[config.mk]
export PLATFORM = sky130hd
export DESIGN_NAME = dftm_top
export DESIGN_NICKNAME = d
export VERILOG_FILES = /design/src/verilog/dftm_pkg.sv /design/src/verilog/dftm_top.sv /design/src/verilog/dftm_sync.sv /design/src/verilog/dftm_hist.sv
export SDC_FILE = /design/constraint.sdc
export NUM_CORES = 1
export LEC_CHECK = 0
export BUFFER_PORTS_ARGS = -buffer_cell sky130_fd_sc_hd__buf_2
export CORE_MARGIN = 2
export CORE_UTILIZATION = 59
export DETAILED_ROUTE_END_ITERATION = 8
export GPL_ROUTABILITY_DRIVEN = 0
export PLACE_DENSITY = 0.8
export SLEW_MARGIN = 30
export SYNTH_ARGS = -nofsm -noshare
export SYNTH_HDL_FRONTEND = slang
export SYNTH_HIERARCHICAL = 1
export SYNTH_SLANG_ARGS = --single-unit
[constraint.sdc]
create_clock -name clk_i -period 2.38 [get_ports clk_i]
set_clock_uncertainty 0.2 [all_clocks]
set_input_delay 0.119 -clock clk_i [delete_from_list [all_inputs] [get_ports clk_i]]
set_output_delay 0.119 -clock clk_i [all_outputs]
set_load 0.005 [all_outputs]
[src/verilog/dftm_pkg.sv]
// package: register map, field layouts, trip codes and states of the trip manager
package dftm_pkg;

   // ----------------------------------------
   // register byte addresses
   // ----------------------------------------
   localparam logic [11:0] DFTM_CFG_ADDR = 12'h000;
   localparam logic [11:0] DFTM_STAT_ADDR = 12'h004;
   localparam logic [11:0] DFTM_CMD_ADDR = 12'h008;
   localparam logic [11:0] DFTM_SNAP_ADDR = 12'h00C;
   localparam logic [11:0] DFTM_HIST_BASE = 12'h010;
   localparam logic [11:0] DFTM_HIST_LAST = 12'h020;

   // ----------------------------------------
   // field positions
   // ----------------------------------------
   localparam int DFTM_CFG_LOST_LSB = 0;
   localparam int DFTM_CFG_KPAD_BIT = 2;
   localparam int DFTM_CFG_BIG_BIT = 3;
   localparam int DFTM_CFG_NOMOT_BIT = 4;
   localparam int DFTM_CMD_RESET_BIT = 0;
   localparam int DFTM_CMD_CLEAR_BIT = 1;

   // ----------------------------------------
   // reset values and sizes
   // ----------------------------------------
   localparam logic [4:0] DFTM_CFG_RESET = 5'h00;
   localparam int DFTM_HIST_DEPTH = 5;
   localparam logic [31:0] DFTM_HIST_DEFAULT = 32'h0000_0000;

   // ----------------------------------------
   // lost command actions
   // ----------------------------------------
   typedef enum logic [1:0] {
      DFTM_LOST_NONE = 2'h0,
      DFTM_LOST_FREE = 2'h1,
      DFTM_LOST_STOP = 2'h2,
      DFTM_LOST_PROT = 2'h3
   } dftm_lost_t;

   // ----------------------------------------
   // trip identity codes shown on the present trip display
   // ----------------------------------------
   localparam logic [3:0] DFTM_TRIP_NONE = 4'h0;
   localparam logic [3:0] DFTM_TRIP_LOST = 4'h1;
   localparam logic [3:0] DFTM_TRIP_NTC = 4'h2;
   localparam logic [3:0] DFTM_TRIP_FUSE = 4'h3;
   localparam logic [3:0] DFTM_TRIP_NOMOT = 4'h4;
   localparam logic [3:0] DFTM_TRIP_KPAD = 4'h5;

   typedef enum logic [1:0] {
      DFTM_DIR_CONST = 2'h0,
      DFTM_DIR_ACC = 2'h1,
      DFTM_DIR_DEC = 2'h2
   } dftm_dir_t;

   // snapshot and history record
   typedef struct packed {
      logic [3:0] trip_id;
      logic [1:0] dir;
      logic [1:0] spare;
      logic [11:0] freq;
      logic [11:0] curr;
   } dftm_rec_t;

   // loss sources in indicator order
   typedef struct packed {
      logic sub_board;
      logic current;
      logic voltage;
      logic network;
      logic option_port;
   } dftm_loss_t;

   typedef enum logic [2:0] {
      DFTM_RUN = 3'b001,
      DFTM_TRIP = 3'b010,
      DFTM_SAVE = 3'b100
   } dftm_state_t;

endpackage

[src/verilog/dftm_top.sv]
// trip manager top: fault capture, lost command action, trip reset and apb registers
// Function
// - lost action none: keep running when frequency command is lost
// - lost action free-run: remove drive, motor coasts to stop
// - lost action stop: ramp down with controlled deceleration
// - lost action protection: raise lost command trip
// - option port timeout indicator follows dual-port exchange timeout loss
// - option network loss indicator follows network fault loss
// - voltage input loss indicator follows voltage analog input loss
// - current input loss indicator follows current analog input loss
// - sub-board loss indicator follows sub-board voltage or encoder loss
// - keypad wire fault raised only when keypad wire fault setting selects it
// - trip cleared by reset key, reset terminal pair, or power cycle
// - snapshot of frequency, current, direction held until reset
// - reset key clearing a trip stores the record into history
// - five newest records kept, slot one newest
// - history clear command restores all five slots to defaults
// - present trip display shows active trip identity while active
// - open thermistor raises thermistor-open fault
// - fuse-open fault raised only on products above 37 kW
// - no-motor trip raised per no-motor trip settings
// - any fault switches power output off and shows on display
// - any trip reset clears automatic restart count
//
// Chosen here: the register addresses and the APB register port.
module dftm_top
   import dftm_pkg::*;
(
   input wire logic clk_i,
   input wire logic nrst_i,
   input wire logic psel_i,
   input wire logic penable_i,
   input wire logic pwrite_i,
   input wire logic [11:0] paddr_i,
   input wire logic [31:0] pwdata_i,
   output logic [31:0] prdata_o,
   output logic pready_o,
   output logic pslverr_o,
   input wire logic reset_key_i,
   input wire logic reset_terminal_pair_i,
   input wire dftm_loss_t loss_i,
   input wire logic ntc_open_i,
   input wire logic fuse_open_i,
   input wire logic keypad_wire_open_i,
   input wire logic no_motor_i,
   input wire logic restart_try_i,
   input wire logic [11:0] out_freq_i,
   input wire logic [11:0] out_curr_i,
   input wire dftm_dir_t dir_i,
   output logic drive_enable_o,
   output logic coast_stop_o,
   output logic decel_stop_o,
   output logic option_port_timeout_indicator_o,
   output logic option_network_loss_indicator_o,
   output logic voltage_input_loss_indicator_o,
   output logic current_input_loss_indicator_o,
   output logic sub_board_input_loss_indicator_o,
   output logic [3:0] present_trip_display_o,
   output logic [3:0] restart_count_o
);
   // ----------------------------------------
   // pin synchronisers
   // ----------------------------------------
   localparam int NPIN = 11;
   logic [NPIN-1:0] pin_raw;
   logic [NPIN-1:0] pin_s;
   dftm_loss_t loss_s;
   logic key_s, term_s, ntc_s, fuse_s, kpad_s, nomot_s;

   assign pin_raw = {reset_key_i, reset_terminal_pair_i, ntc_open_i, fuse_open_i,
                     keypad_wire_open_i, no_motor_i, loss_i};
   dftm_sync #(.W(NPIN)) u_sync (
      .clk_i(clk_i),
      .nrst_i(nrst_i),
      .d_i(pin_raw),
      .q_o(pin_s)
   );
   assign {key_s, term_s, ntc_s, fuse_s, kpad_s, nomot_s} = pin_s[NPIN-1:5];
   assign loss_s = pin_s[4:0];

   // ----------------------------------------
   // configuration and command registers
   // ----------------------------------------
   logic [4:0] cfg_reg;
   dftm_lost_t lost_act;
   logic wr_en, rd_en, addr_ok;
   logic cmd_reset, cmd_clear;

   assign lost_act = dftm_lost_t'(cfg_reg[DFTM_CFG_LOST_LSB +: 2]);
   assign wr_en = psel_i && penable_i && pwrite_i && pready_o;
   assign rd_en = psel_i && !penable_i && !pwrite_i;
   assign addr_ok = paddr_i[1:0] == 2'h0 && paddr_i <= DFTM_HIST_LAST;
   assign cmd_reset = wr_en && paddr_i == DFTM_CMD_ADDR && pwdata_i[DFTM_CMD_RESET_BIT];
   assign cmd_clear = wr_en && paddr_i == DFTM_CMD_ADDR && pwdata_i[DFTM_CMD_CLEAR_BIT];

   always_ff @(posedge clk_i or negedge nrst_i) begin
      if (!nrst_i) begin
         cfg_reg <= DFTM_CFG_RESET;
      end else if (wr_en && paddr_i == DFTM_CFG_ADDR) begin
         cfg_reg <= pwdata_i[4:0];
      end
   end

   // ----------------------------------------
   // fault detection
   // ----------------------------------------
   logic lost_any, lost_trip, kpad_trip, fuse_trip, fault_any;
   logic [3:0] fault_id;

   assign lost_any = |loss_s;
   assign lost_trip = lost_any && lost_act == DFTM_LOST_PROT;
   assign kpad_trip = kpad_s && cfg_reg[DFTM_CFG_KPAD_BIT];
   assign fuse_trip = fuse_s && cfg_reg[DFTM_CFG_BIG_BIT];
   assign fault_any = lost_trip || ntc_s || fuse_trip || kpad_trip ||
                      (nomot_s && cfg_reg[DFTM_CFG_NOMOT_BIT]);

   always_comb begin
      fault_id = DFTM_TRIP_NONE;
      if (lost_trip) begin
         fault_id = DFTM_TRIP_LOST;
      end else if (ntc_s) begin
         fault_id = DFTM_TRIP_NTC;
      end else if (fuse_trip) begin
         fault_id = DFTM_TRIP_FUSE;
      end else if (nomot_s && cfg_reg[DFTM_CFG_NOMOT_BIT]) begin
         fault_id = DFTM_TRIP_NOMOT;
      end else if (kpad_trip) begin
         fault_id = DFTM_TRIP_KPAD;
      end
   end

   // ----------------------------------------
   // trip state machine
   // ----------------------------------------
   dftm_state_t state_reg;
   dftm_state_t state_next;
   logic key_d_reg, term_d_reg;
   logic key_rise, term_rise, clr_req, key_clr;
   dftm_rec_t snap_reg;

   assign key_rise = key_s && !key_d_reg;
   assign term_rise = term_s && !term_d_reg;
   assign key_clr = key_rise || cmd_reset;
   assign clr_req = key_clr || term_rise;

   always_ff @(posedge clk_i or negedge nrst_i) begin
      if (!nrst_i) begin
         key_d_reg <= 1'b0;
         term_d_reg <= 1'b0;
      end else begin
         key_d_reg <= key_s;
         term_d_reg <= term_s;
      end
   end

   always_comb begin
      state_next = state_reg;
      case (state_reg)
         DFTM_RUN: begin
            if (fault_any) begin
               state_next = DFTM_TRIP;
            end
         end
         DFTM_TRIP: begin
            if (key_clr) begin
               state_next = DFTM_SAVE;
            end else if (term_rise) begin
               state_next = DFTM_RUN;
            end
         end
         DFTM_SAVE: begin
            state_next = DFTM_RUN;
         end
         default: begin
            state_next = DFTM_RUN;
         end
      endcase
   end

   // power cycle is the asynchronous reset, which also clears the trip
   always_ff @(posedge clk_i or negedge nrst_i) begin
      if (!nrst_i) begin
         state_reg <= DFTM_RUN;
      end else begin
         state_reg <= state_next;
      end
   end

   // snapshot taken on trip entry, frozen until reset
   always_ff @(posedge clk_i or negedge nrst_i) begin
      if (!nrst_i) begin
         snap_reg <= '0;
      end else if (state_reg == DFTM_RUN && fault_any) begin
         snap_reg <= {fault_id, dir_i, 2'h0, out_freq_i, out_curr_i};
      end
   end

   // ----------------------------------------
   // drive outputs and indicators
   // ----------------------------------------
   logic trip_now;
   assign trip_now = state_next != DFTM_RUN;

   always_ff @(posedge clk_i or negedge nrst_i) begin
      if (!nrst_i) begin
         drive_enable_o <= 1'b0;
         coast_stop_o <= 1'b0;
         decel_stop_o <= 1'b0;
         present_trip_display_o <= DFTM_TRIP_NONE;
      end else begin
         drive_enable_o <= !trip_now && !(lost_any && lost_act == DFTM_LOST_FREE);
         coast_stop_o <= trip_now || (lost_any && lost_act == DFTM_LOST_FREE);
         decel_stop_o <= !trip_now && lost_any && lost_act == DFTM_LOST_STOP;
         // lost action none leaves the drive running untouched
         if (state_reg == DFTM_RUN && fault_any) begin
            present_trip_display_o <= fault_id;
         end else if (!trip_now) begin
            present_trip_display_o <= DFTM_TRIP_NONE;
         end
      end
   end

   always_ff @(posedge clk_i or negedge nrst_i) begin
      if (!nrst_i) begin
         option_port_timeout_indicator_o <= 1'b0;
         option_network_loss_indicator_o <= 1'b0;
         voltage_input_loss_indicator_o <= 1'b0;
         current_input_loss_indicator_o <= 1'b0;
         sub_board_input_loss_indicator_o <= 1'b0;
      end else begin
         option_port_timeout_indicator_o <= loss_s.option_port;
         option_network_loss_indicator_o <= loss_s.network;
         voltage_input_loss_indicator_o <= loss_s.voltage;
         current_input_loss_indicator_o <= loss_s.current;
         sub_board_input_loss_indicator_o <= loss_s.sub_board;
      end
   end

   // restart attempts saturate; a trip reset wins over a new attempt
   always_ff @(posedge clk_i or negedge nrst_i) begin
      if (!nrst_i) begin
         restart_count_o <= 4'h0;
      end else if (state_reg == DFTM_TRIP && clr_req) begin
         restart_count_o <= 4'h0;
      end else if (restart_try_i && restart_count_o != 4'hF) begin
         restart_count_o <= restart_count_o + 4'h1;
      end
   end

   // ----------------------------------------
   // trip history
   // ----------------------------------------
   logic [31:0] hist_rd;
   logic [2:0] hist_idx;
   logic [11:0] hist_off;
   assign hist_off = paddr_i - DFTM_HIST_BASE;
   assign hist_idx = hist_off[4:2];

   dftm_hist u_hist (
      .clk_i(clk_i),
      .nrst_i(nrst_i),
      .store_i(state_reg == DFTM_SAVE),
      .clear_i(cmd_clear),
      .rec_i(snap_reg),
      .rd_idx_i(hist_idx),
      .rd_data_o(hist_rd)
   );

   // ----------------------------------------
   // apb slave: one wait state on reads for the history ram
   // ----------------------------------------
   logic [31:0] rd_mux;
   always_comb begin
      rd_mux = 32'h0000_0000;
      case (paddr_i)
         DFTM_CFG_ADDR: rd_mux = {27'h0, cfg_reg};
         DFTM_STAT_ADDR: rd_mux = {24'h0, state_reg, loss_s};
         DFTM_SNAP_ADDR: rd_mux = snap_reg;
         default: rd_mux = 32'h0000_0000;
      endcase
   end

   // the slot word is registered only after setup, so ready waits one more cycle
   logic hist_acc, ready_next;
   assign hist_acc = !pwrite_i && paddr_i >= DFTM_HIST_BASE;
   assign ready_next = !pready_o && psel_i && (hist_acc ? penable_i : !penable_i);

   always_ff @(posedge clk_i or negedge nrst_i) begin
      if (!nrst_i) begin
         pready_o <= 1'b0;
         pslverr_o <= 1'b0;
         prdata_o <= 32'h0000_0000;
      end else begin
         pready_o <= ready_next;
         pslverr_o <= ready_next && !addr_ok;
         if (rd_en) begin
            prdata_o <= (paddr_i >= DFTM_HIST_BASE) ? 32'h0000_0000 : rd_mux;
         end else if (psel_i && penable_i && hist_acc) begin
            prdata_o <= addr_ok ? hist_rd : 32'h0000_0000;
         end
      end
   end
endmodule

[src/verilog/dftm_sync.sv]
// two-flop synchroniser for a group of pin levels
module dftm_sync #(
   parameter int W = 1
) (
   input wire logic clk_i,
   input wire logic nrst_i,
   input wire logic [W-1:0] d_i,
   output logic [W-1:0] q_o
);
   logic [W-1:0] meta_reg;

   always_ff @(posedge clk_i or negedge nrst_i) begin
      if (!nrst_i) begin
         meta_reg <= '0;
         q_o <= '0;
      end else begin
         meta_reg <= d_i;
         q_o <= meta_reg;
      end
   end
endmodule

[src/verilog/dftm_hist.sv]
// five-slot trip history, shifting on store, registered read
module dftm_hist
   import dftm_pkg::*;
(
   input wire logic clk_i,
   input wire logic nrst_i,
   input wire logic store_i,
   input wire logic clear_i,
   input wire dftm_rec_t rec_i,
   input wire logic [2:0] rd_idx_i,
   output logic [31:0] rd_data_o
);
   dftm_rec_t slot_reg [DFTM_HIST_DEPTH];

   // ----------------------------------------
   // slots, slot 0 newest
   // ----------------------------------------
   genvar g;
   generate
      for (g = 0; g < DFTM_HIST_DEPTH; g++) begin : g_slot
         // head and tail split so no slot ever indexes below zero
         if (g == 0) begin : g_head
            always_ff @(posedge clk_i or negedge nrst_i) begin
               if (!nrst_i) begin
                  slot_reg[g] <= DFTM_HIST_DEFAULT;
               end else if (clear_i) begin
                  slot_reg[g] <= DFTM_HIST_DEFAULT;
               end else if (store_i) begin
                  slot_reg[g] <= rec_i;
               end
            end
         end else begin : g_tail
            always_ff @(posedge clk_i or negedge nrst_i) begin
               if (!nrst_i) begin
                  slot_reg[g] <= DFTM_HIST_DEFAULT;
               end else if (clear_i) begin
                  slot_reg[g] <= DFTM_HIST_DEFAULT;
               end else if (store_i) begin
                  slot_reg[g] <= slot_reg[g-1];
               end
            end
         end
      end
   endgenerate

   always_ff @(posedge clk_i or negedge nrst_i) begin
      if (!nrst_i) begin
         rd_data_o <= '0;
      end else if (rd_idx_i < 3'(DFTM_HIST_DEPTH)) begin
         rd_data_o <= slot_reg[rd_idx_i];
      end else begin
         rd_data_o <= '0;
      end
   end
endmodule

# After elaboration in Yosys (flattened, before gate mapping)
# Cells that the tools add are included.
dict set report op_classes {
  n_eq_ne 12
  n_mux 33
  addsub 2
  bitwise_logic 1
  magnitude_cmp 4
  reduce_logical 49
}
# op count
set ops {}
lappend ops {{$mux W32} 17}
lappend ops {{$bmux W32 S3} 1}
lappend ops {{$pmux W32 S3} 1}
lappend ops {{$logic_and A1 B1 Y1} 28}
lappend ops {{$mux W4} 7}
lappend ops {{$eq A12 B4 Y1 const B} 2}
lappend ops {{$mux W3} 5}
lappend ops {{$eq A12 B3 Y1 const B} 1}
lappend ops {{$ge A12 B5 Y1 const B} 1}
lappend ops {{$le A12 B6 Y1 const B} 1}
lappend ops {{$logic_not A12 Y1} 1}
lappend ops {{$logic_not A1 Y1} 8}
lappend ops {{$logic_or A1 B1 Y1} 7}
lappend ops {{$pmux W3 S2} 1}
lappend ops {{$reduce_bool A2 Y1} 3}
lappend ops {{$reduce_or A5 Y1} 1}
lappend ops {{$sub A5 B5 Y5 const B} 1}
lappend ops {{$add A4 B1 Y4 const B} 1}
lappend ops {{$eq A2 B2 Y1 const B} 2}
lappend ops {{$ge A4 B4 Y1 const B} 1}
lappend ops {{$ne A4 B4 Y1 const B} 1}
lappend ops {{$not A3 Y4} 1}
lappend ops {{$eq A3 B1 Y1 const B} 1}
lappend ops {{$eq A3 B2 Y1 const B} 1}
lappend ops {{other kinds (7)} 7}
dict set report word_totals {
  register_bits 304
  in_bits 87
  word_cells 150
}

# Longest topological paths before layout
# Gate-level depths: netlist of run 1.
dict set report depth {
  depth_word 12
  ltp_mapped 7
  depth_no_buf 6
}

# Hierarchy
# The synthesis of run 1 kept the hierarchy.
# mod seq_area_each_um2 cells_each area_each_um2 n_inst
set by_module_without_submodules {}
lappend by_module_without_submodules {dftm_hist 4804.6 697 8558.2 1}
lappend by_module_without_submodules {dftm_top 2203.4 328 3827.4 1}
lappend by_module_without_submodules {dftm_sync 550.5 22 550.5 1}

# Worst setup path before layout of run 1
# Ideal clock, no wire load.
dict set report synth_path {
  path_kind {input-to-reg}
  startpoint {input port paddr_i[5]}
  endpoint {register u_hist/slot_reg[100] in the netlist's numbering}
  path_stages 7
  path_buffers 3
  arrival_time_ns 1.811
  slack_ns 0.238
  cell_sequence {or4_1 > nor2_2 > and4_1 > buf_2 > clkbuf_1 > clkbuf_1 > nor2_1}
}
dict set report synth_via {
  elab_chain_len 4
}
# item line
set synth_rtl {}
lappend synth_rtl {{start: declaration} dftm_top.sv:34} ;# input wire logic [11:0] paddr_i,
lappend synth_rtl {{$eq A12 B4 Y1 (*)} dftm_top.sv:94} ;# assign cmd_clear = wr_en && paddr_i == DFTM_CMD_ADDR && pwdata_i[DFTM_CMD_CLEAR_BIT];
lappend synth_rtl {{$logic_and A1 B1 Y1 (*) (2 in a row)} dftm_top.sv:94}
lappend synth_rtl {{named net cmd_clear} dftm_top.sv:87} ;# logic cmd_reset, cmd_clear;
lappend synth_rtl {{$mux W32 / $reduce_bool A2 Y1 (equally long branches)} -}
lappend synth_rtl {{end signal: indexed assignment} dftm_hist.sv:39} ;# slot_reg[g] <= slot_reg[g-1];
lappend synth_rtl {{end: declaration} dftm_hist.sv:13} ;# dftm_rec_t slot_reg [DFTM_HIST_DEPTH];
# The timed path passes the listed nets; every way through them passes the cells marked *.
# A chain may end at the register's enable or synchronous reset.

# Worst setup path after layout of run 1
dict set report layout_path {
  startpoint {register pready_o}
  endpoint {register present_trip_display_o[2]}
}
dict set report layout_via {
  elab_chain_len 8
}
# item line
set layout_rtl {}
lappend layout_rtl {{start: declaration} dftm_top.sv:37} ;# output logic pready_o,
lappend layout_rtl {{start signal: assignment} dftm_top.sv:294} ;# pready_o <= ready_next;
lappend layout_rtl {{$logic_and A1 B1 Y1} dftm_top.sv:90} ;# assign wr_en = psel_i && penable_i && pwrite_i && pready_o;
lappend layout_rtl {{$logic_and A1 B1 Y1 (2 in a row)} dftm_top.sv:93} ;# assign cmd_reset = wr_en && paddr_i == DFTM_CMD_ADDR && pwdata_i[DFTM_CMD_RESET_BIT];
lappend layout_rtl {{$logic_or A1 B1 Y1} dftm_top.sv:143} ;# assign key_clr = key_rise || cmd_reset;
lappend layout_rtl {{$mux W3} dftm_top.sv:165} ;# if (key_clr) begin
lappend layout_rtl {{$pmux W3 S2} dftm_top.sv:158} ;# case (state_reg)
lappend layout_rtl {{$ne A3 B1 Y1} dftm_top.sv:202} ;# assign trip_now = state_next != DFTM_RUN;
lappend layout_rtl {{$ne A2 B1 Y1 (no line)} -}
lappend layout_rtl {{end signal: assignment} dftm_top.sv:216} ;# present_trip_display_o <= fault_id;
lappend layout_rtl {{end: declaration} dftm_top.sv:58} ;# output logic [3:0] present_trip_display_o,
# Every way passes these cells.

==> run_results.csv, run 1 <==
group,metric,value,unit
clocking,post_cts_buffers,0,
synthesis,synth_ff_type,"dfrtp_1",
synthesis,synth.distinct_cells,48,
synthesis,synth_area,12940,um^2
power,p_comb_share,14.4,%
hold_path,whs_path_depth,2,
synthesis,synth_edf_count,0,
timing,final_max_slew_viol_count,0,
setup_path,cp_max_fo,5,
placed_design,place_area,14020,um^2
synthesis,ys_ff_latch,302,
power,p_int,9430,uW
synthesis,synth_area_leaders,"dfrtp_1 58%, mux2i_1 15%, nor2_1 7.5%",
placed_design,dpl.hpwl,17390,um
grt,overflow,0,
setup_path,crit_chain,"nand4_1 -> nor3b_1 -> nand3_1 -> a31oi_1 -> a21o_1",
synthesis,ys_seq_area_share,58.43,%
clocking,numCtsBuffers,30,
clocking,clkLatencyLatePin,550,ps
synthesis,synth_top_area_share,58.23,%
grt,antenna_found_initial,0,
floorplan,die_x,152.1,um
final_layout,syn2layout_area_growth,20.41,%
clocking,cts_max_level,1,
synthesis,netlist_top_cells_count,"301 x dfrtp_1, 259 x nor2_1, 192 x mux2i_1",
routing,num_vias,8940,
floorplan,die-area,23130,um^2
setup_path,crit_family,"simple AND/OR/NAND/NOR gates",
routing,drc,0,
clocking,clkSinkCount,302,
timing,rsz0062_at_grt,"false",
placed_design,dp_slack,307.5,ps
power,leakagePower,0.006329,uW
setup_path,rr_endpoint,"present_trip_display_o[2]",
floorplan,die_h,152.1,um
timing,finalCritPeriodShare,94.99,%
setup_path,cpPeakStageDelay,520,ps
timing,setup_tns,0,ps
routing,wl,30480,um
setup_path,end_kind,"flip-flop",
power,p_clk_share,35.8,%
power,p_sw_share,26.43,%
hold_path,hold_end,"u_sync/meta_reg[2]",
routing,antenna_left,0,
final_layout,layout-drive-gt1-share,22.74,%
synthesis,syn_area_per_cell,12.36,um^2
setup_path,path_depth,5,
setup_path,cp_data_required_time,2660,ps
floorplan,core_area,21690,um^2
power,seqPwrFrac,49.8,%
setup_path,crit_path_top_delay_cell,"a31oi_1",
timing,fin_crit,2261,ps
placed_design,io_buffer_count,108,
clocking,clockRootBuffer,"clkbuf_16",
setup_path,crit_type,"flip-flop to flip-flop",
clocking,cts_max_path_buffers,3,
clocking,cts.clk_slew.worst_paths,60,ps
synthesis,syn_inst,1047,
outcome,outcome,"completed",
timing,setup_ws,119.3,ps
setup_path,arrival,2540,ps
synthesis,synth.largest_area_cell,"dfrtp_1",
power,irDropWorstVdd,0.0005301,V
routing,drt-wirelength-per-cell,20.05,um
synthesis,yosysWarnings,6,
floorplan,io_pins,137,
timing,fmax,442.3,MHz
timing,setup_viol,0,
floorplan,initial_utilization,59.65,%
power,power_switching,3387,uW
routing,viasPerCell,5.882,
routing,dr.pass1.iters,5,
final_layout,finalInstanceArea,15580,um^2
setup_path,cp.buffers_inverters,0,
timing,maxSlewHeadroom,52.77,%
setup_path,rrSetupSlack,120,ps
run,drv_cap,0,
setup_path,cp-start-kind,"flip-flop",
grt,grt_pass1_wl,49640,um
timing,worst_pin_slew,707.7,ps
hold_path,min_from,"loss_i[2]",
grt,grtUsageTotal,26.38,%
clocking,cts_tree,"built",
routing,drtIter0Drc,711,
floorplan,row_count,54,
final_layout,largest_reg_flops,160,
final_layout,layout.nets,1307,
synthesis,async_reset_ff_share,100.0,%
final_layout,n_antenna_cell,0,
timing,hold_viol_final,0,
setup_path,reg2regPathDepth,5,
hold_path,min_path_type,"primary input to flip-flop",
grt,grt_start_max_net_pins,76,
setup_path,crit-reg2reg-launch,"pready_o",
power,power_density,822.9,nW/um^2
synthesis,synth_most_common_cell,"dfrtp_1",
grt,grt_pass1_vias,9296,
==> how the worst max path moves through the flow <==
stage / start / slack, ps / endpoint
finish: pready_o / 120 / present_trip_display_o[2]
global route: pready_o / 80 / present_trip_display_o[2]
CTS: state_reg[0] / 260 / snap_reg[9]
detailed placement: state_reg[0] / 310 / snap_reg[9]
global placement: state_reg[0] / 320 / snap_reg[9]
floorplan: paddr_i[5] / 240 / u_hist/slot_reg[100]
==> power groups by stage <==
stage / clock network [uW] / logic, uW / registers [uW]
floorplan: 0 / 1150 / 6260
global placement: 0 / 1670 / 6420
detailed placement: 0 / 1730 / 6440
CTS: 4640 / 1830 / 6360
global route: 4890 / 2020 / 6450
finish: 4590 / 1850 / 6380
==> through the flow <==
step	power [uW]	cells	util [%]	hold WS, ps
after floorplan	7414	1050	-	-376.6
after detailed placement	8175	1408	64.66	-70.05
after global routing	13360	1520	71.82	31.48
after global placement	8086	1407	64.53	-70.61
after CTS	12830	1520	71.82	0.7319
final	12820	1520	71.82	27.62
==> logic make-up after synthesis <==
logic type | share of synthesized area (%)
compound gates | 6.345
xor+xnor | 0.2709
fa+ha+maj | 0.09671
buf+inv | 3.008
flops | 58.43
mux | 21.88
other cells | 0.02899
simple gates | 9.943
==> layout make-up <==
cell class	instances	area, um^2
clock inverter	12	98.84
inverter	2	7.507
multi-input combinational	676	5036
fill	1386	6112
timing repair buffer	207	1662
sequential	302	7559
clock buffer	41	863.3
tap	280	350.3
==> timing repair <==
item | CTS | global route
gates resized for setup | 0 | 0
hold buffers | 59 | 0
endpoints found under the setup margin | 0 | 0
endpoints found under the hold margin | 371 | 0
==> metal layers <==
metal / GRT usage [%] / routed length (um) / vias up
met5: 0 / 0 / -
li1: - / - / 4010
met4: 8.233 / 824 / 0
met3: 4.507 / 1645 / 78
met2: 43.09 / 14680 / 303
met1: 36.64 / 13330 / 4549
==> cells in the final DEF (no fill, tap or decap), drive strengths merged, types with 7 or more instances in the layout <==
cell type,netlist,routed
dfrtp,301,301
nor2,260,260
dlygate4sd3,0,59
a221o,31,31
nand2,12,12
a21oi,8,8
clkinv,0,7
clkbuf,26,41
nand3,8,8
a221oi,26,26
a21o,8,8
a22o,9,9
mux2,71,71
buf,44,148
mux2i,192,192
nor3b,8,8
(Power assumes the default switching activity.)
==> inputs of run 2 (changes only) <==
Settings changed: CAP_MARGIN set to 20, CORE_UTILIZATION 59 to 45, PLACE_DENSITY 0.8 to unset, RECOVER_POWER set to 100.
==> run_results.csv, run 2 (synthesis results as in run 1) <==
group,metric,value,unit
placed_design,io_buffer_count,108,
placed_design,place_area,14150,um^2
power,seqPwrFrac,47.2,%
setup_path,cp.buffers_inverters,4,
clocking,cts_hold_buffers,61,
power,power_density,850.5,nW/um^2
timing,final_max_slew_viol_count,0,
setup_path,cpPeakStageDelay,590,ps
outcome,violations,"negative hold slack",
setup_path,cp_common_cell,"clkbuf_2",
timing,finalCritPeriodShare,93.01,%
grt,grtUsageMet1,29.40,%
grt,grtUsageMet3,2.697,%
floorplan,initial_utilization,45.44,%
clocking,cts.clk_slew.worst_paths,60,ps
clocking,clockRootBuffer,"clkbuf_16",
clocking,clkSinkCount,302,
power,irDropWorstVdd,0.0005420,V
routing,viasPerCell,5.231,
clocking,post_cts_buffers,0,
run,drv_cap,0,
grt,grt_pass1_vias,8858,
floorplan,die_h,173.6,um
setup_path,cp_data_required_time,2610,ps
final_layout,mostFrequentLayoutCells,"301 x dfrtp_1, 259 x nor2_1, 192 x mux2i_1",
clocking,cts_tree,"built",
timing,worst_pin_slew,1026,ps
power,leakagePower,0.006318,uW
grt,grt_start_max_net_pins,72,
final_layout,layout_commonest_cell,"dfrtp_1",
timing,maxSlewHeadroom,31.59,%
setup_path,crit_path_top_delay_cell,"clkbuf_2",
power,p_total,13450,uW
final_layout,layout.nets,1307,
final_layout,syn2layout_area_growth,22.22,%
routing,dr.pass1.iters,4,
timing,holdWs,-5.528,ps
timing,setup_viol,0,
final_layout,layout-drive-gt1-share,20.90,%
floorplan,io_pins,137,
final_layout,largest_reg_flops,160,
routing,drtIter0Drc,437,
floorplan,core_area,28470,um^2
setup_path,crit_chain,"dlygate4sd3_1 -> clkbuf_2 -> clkbuf_2 -> nor2_1 -> clkbuf_2 -> a221o_1",
routing,num_vias,8516,
power,p_sw_share,25.14,%
timing,hold_viol_final,2,
power,p_comb_share,13.1,%
grt,overflow,0,
grt,grtUsageTotal,19.96,%
floorplan,die_x,173.6,um
setup_path,crit_family,"buffers and inverters",
grt,met2_usage,31.85,%
power,power_switching,3381,uW
floorplan,die-area,30120,um^2
clocking,numCtsBuffers,31,
outcome,outcome,"complete, but fails checks",
timing,fin_crit,2214,ps
clocking,cts_max_path_buffers,3,
clocking,cts_max_level,1,
grt,grt_pass1_wl,48600,um
routing,drt-wirelength-per-cell,18.14,um
final_layout,finalInstanceArea,15810,um^2
final_layout,final_util,55.53,%
setup_path,arrival,2440,ps
timing,rsz0062_at_grt,"false",
hold_path,min_path_type,"primary input to flip-flop",
setup_path,cp_max_fo,32,
setup_path,crit_type,"primary input to flip-flop",
setup_path,cp-start-kind,"primary input",
clocking,ctsResizeCount,0,
setup_path,end_kind,"flip-flop",
routing,antenna_left,0,
grt,top_usage_layer,"met2",
timing,fmax,451.7,MHz
clocking,clkLatencyLatePin,560,ps
power,p_int,10070,uW
routing,wl,29530,um
timing,setup_tns,0,ps
placed_design,dpl.hpwl,17400,um
routing,drc,0,
floorplan,row_count,62,
final_layout,n_antenna_cell,0,
grt,antenna_found_initial,0,
power,p_clk_share,39.7,%
[run 2: cell types whose count changed in the layout (fill, tap and decap cells not counted), moves of 3 or more]
cell / before / now
buf_2: 107 / 85
clkbuf_1: 5 / 27
buf_4: 23 / 8
clkbuf_2: 0 / 9
bufinv_16: 1 / 7
buf_6: 0 / 3
clkbuf_4: 0 / 3
[run 2: power by group through the flow]
| stage | clock (uW) | combinational (uW) | sequential (uW) |
|---|---|---|---|
| 3_3_place_gp | 0 | 1680 | 6430 |
| 3_5_place_dp | 0 | 1720 | 6440 |
| 2_1_floorplan | 0 | 1150 | 6260 |
| 6_report | 5330 | 1760 | 6350 |
| 5_1_grt | 5640 | 1960 | 6450 |
| 4_1_cts | 5450 | 1810 | 6350 |
[run 2: worst paths after layout]
kind	from	endpoint	slack [ps]	cells after the start
max in group asynchronous	nrst_i	snap_reg[12]	330	4
min in group asynchronous	nrst_i	u_hist/slot_reg[63]	640	3
worst max-delay path	paddr_i[3]	u_hist/rd_data_o[26]	170	6
worst min register to register	u_sync/meta_reg[0]	u_sync/q_o[0]	150	0
worst min-delay path	paddr_i[2]	prdata_o[7]	-6	3
worst max register to register	state_reg[0]	snap_reg[18]	190	5
[run 2: metrics by stage]
step / hold WS (ps) / worst slack [ps] / std cells
final: -5.528 / 166.3 / 1628
after global routing: 12.70 / 47.36 / 1628
after CTS: 1.307 / 188.6 / 1628
after detailed placement: -83.51 / 151.2 / 1509
after global placement: -81.37 / 169.9 / 1509
after floorplan: -376.6 / 237.5 / 1050
[run 2: worst reg2reg max path: stages, from the launching register on]
cell and delay [ps]:
dfstp_2 570, nor3b_1 380, inv_1 80, a31o_2 260, buf_4 260, mux2_2 320
[run 2: layer usage]
metal,share of wire (%),vias to the layer above
li1,-,4013
met1,48,4293
met2,46,172
met3,3.7,38
met4,1.8,0
met5,0,-
[run 2: area by class of cell]
cell class,count,area [um^2]
multi-input combinational,676,5034
clock inverter,15,262.8
fill,2425,12660
clock buffer,43,870.8
timing repair buffer,206,1597
tap,384,480.5
inverter,2,7.507
sequential,302,7559
==> inputs of run 3 (changes only) <==
--- a/config.mk
+++ b/config.mk
@@ -11,2 +11,3 @@
 export CORE_UTILIZATION = 45
+export CTS_CLUSTER_DIAMETER = 30
 export DETAILED_ROUTE_END_ITERATION = 8
--- a/constraint.sdc
+++ b/constraint.sdc
@@ -4,2 +4,2 @@
 set_output_delay 0.119 -clock clk_i [all_outputs]
-set_load 0.005 [all_outputs]
+set_load 0.02 [all_outputs]
==> run_results.csv, run 3 (synthesis results as in run 1) <==
group,metric,value,unit
final_layout,layoutNonFillerInstCount,1691,
clocking,cts_max_level,3,
timing,final_max_slew_viol_count,0,
routing,viasPerCell,5.227,
floorplan,io_pins,137,
final_layout,final_util,59.89,%
clocking,numCtsBuffers,69,
timing,setup_tns,0,ps
timing,worst_pin_slew,1001,ps
placed_design,io_buffer_count,108,
placed_design,dpl.hpwl,17400,um
timing,fmax,452.5,MHz
outcome,outcome,"completed",
setup_path,cp_max_fo,10,
routing,wl,30860,um
placed_design,dp.cells,1509,
floorplan,die-area,30120,um^2
timing,setup_viol,0,
final_layout,layout-drive-gt1-share,22.65,%
timing,maxSlewHeadroom,32.99,%
floorplan,initial_utilization,45.44,%
hold_path,min_path_type,"primary input to flip-flop",
final_layout,num-fill-cells,2315,
final_layout,syn2layout_area_growth,31.81,%
clocking,ctsResizeCount,0,
clocking,cts_hold_buffers,60,
floorplan,die_h,173.6,um
setup_path,cp-start-kind,"flip-flop",
power,leakagePower,0.006834,uW
routing,drtIter0Drc,435,
setup_path,crit_family,"flip-flops",
timing,setup_ws,170.2,ps
floorplan,core_area,28470,um^2
grt,grt_pass1_wl,50540,um
clocking,clkLatencyLatePin,550,ps
setup_path,cp_data_required_time,2600,ps
timing,finalCritPeriodShare,92.85,%
clocking,clkSinkCount,302,
final_layout,largest_reg_flops,160,
final_layout,n_antenna_cell,0,
grt,grtUsageTotal,20.95,%
grt,antenna_found_initial,0,
clocking,cts_tree,"built",
routing,drc,0,
setup_path,end_kind,"flip-flop",
timing,hold_viol_final,0,
timing,rsz0062_at_grt,"false",
power,power_density,1048,nW/um^2
placed_design,dp_slack,151.2,ps
clocking,post_cts_buffers,0,
clocking,clockRootBuffer,"clkbuf_16",
grt,overflow,0,
clocking,cts_max_path_buffers,3,
final_layout,layout.nets,1344,
timing,fin_crit,2210,ps
routing,num_vias,8839,
final_layout,layout_commonest_cell,"dfrtp_1",
routing,dr.pass1.iters,5,
routing,antenna_left,0,
routing,drt-wirelength-per-cell,18.25,um
final_layout,mostFrequentLayoutCells,"301 x dfrtp_1, 258 x nor2_1, 192 x mux2i_1",
setup_path,arrival,2430,ps
clocking,cts.clk_slew.worst_paths,50,ps
setup_path,crit_chain,"nor3b_1 -> inv_1 -> a31o_2 -> clkbuf_2 -> mux2_2",
grt,grt_pass1_vias,9389,
power,irDropWorstVdd,0.0005472,V
setup_path,cp.buffers_inverters,2,
floorplan,die_x,173.6,um
grt,grt_start_max_net_pins,72,
floorplan,row_count,62,
run,drv_cap,0,
setup_path,crit_path_top_delay_cell,"dfstp_2",
setup_path,crit_type,"flip-flop to flip-flop",
setup_path,cpPeakStageDelay,560,ps
run 3: cell count changes in the layout (fill, tap and decap cells not counted), moves of 2 or more:
| cell | change |
|---|---|
| clkinvlp_4 | +3 |
| clkinv_4 | +8 |
| clkinv_2 | +2 |
| clkbuf_2 | -3 |
| buf_2 | -30 |
| clkbuf_8 | +3 |
| clkbuf_1 | +30 |
| clkbuf_16 | +39 |
| buf_4 | +2 |
| clkinv_16 | +2 |
| inv_6 | +7 |
run 3: per-stage QoR:
| stage | hold slack, ps | instance area [um^2] | power (uW) |
|---|---|---|---|
| 6_report | 21.39 | 17050 | 17870 |
| 5_1_grt | 5.986 | 17050 | 18610 |
| 4_1_cts | 5.756 | 17160 | 18110 |
| 3_5_place_dp | -83.51 | 14150 | 8302 |
| 3_3_place_gp | -81.37 | 14150 | 8246 |
| 2_1_floorplan | -376.6 | 12950 | 7552 |
run 3: final timing paths:
kind,startpoint,end,slack (ps),cells after the start
max,state_reg[0],snap_reg[10],170,5
min,no_motor_i,u_sync/meta_reg[5],20,2
max reg2reg,state_reg[0],snap_reg[10],170,5
min reg2reg,u_sync/meta_reg[0],u_sync/q_o[0],150,0
max in group asynchronous,nrst_i,u_hist/slot_reg[109],320,4
min in group asynchronous,nrst_i,u_hist/slot_reg[128],650,3
run 3: layout make-up:
class	instances	area, um^2	share of cell area, %
clock buffers	83	1881	11.03
inverters	2	7.507	0.04403
flip-flops and latches	302	7559	44.33
well taps	384	480.5	2.818
repair buffers	205	1562	9.158
multi-input cells	676	5030	29.50
clock inverters	39	533.0	3.126
run 3: worst register-to-register path: cells and delay by family, from the launching register on:
kind | cells | cell delay [ps]
AOI/OAI and AO/OA | 1 | 260
buffers and inverters | 2 | 330
DFF | 1 | 560
muxes | 1 | 340
and+or+nand+nor | 1 | 380
run 3: metal layers:
| layer | up-vias | track usage (%) | wire, um | share of wire, % |
|---|---|---|---|---|
| li1 | 4124 | - | - | - |
| met1 | 4445 | 29.25 | 14480 | 47 |
| met2 | 233 | 33.23 | 14580 | 47 |
| met3 | 37 | 4.232 | 1423 | 4.6 |
| met4 | 0 | 6.391 | 374 | 1.2 |
| met5 | - | 0 | 0 | 0 |
run 3: power breakdown:
group | internal, uW | switching [uW] | total [uW]
clock | 6550 | 3050 | 9600
sequential | 5840 | 540 | 6380
combinational | 913 | 977 | 1890
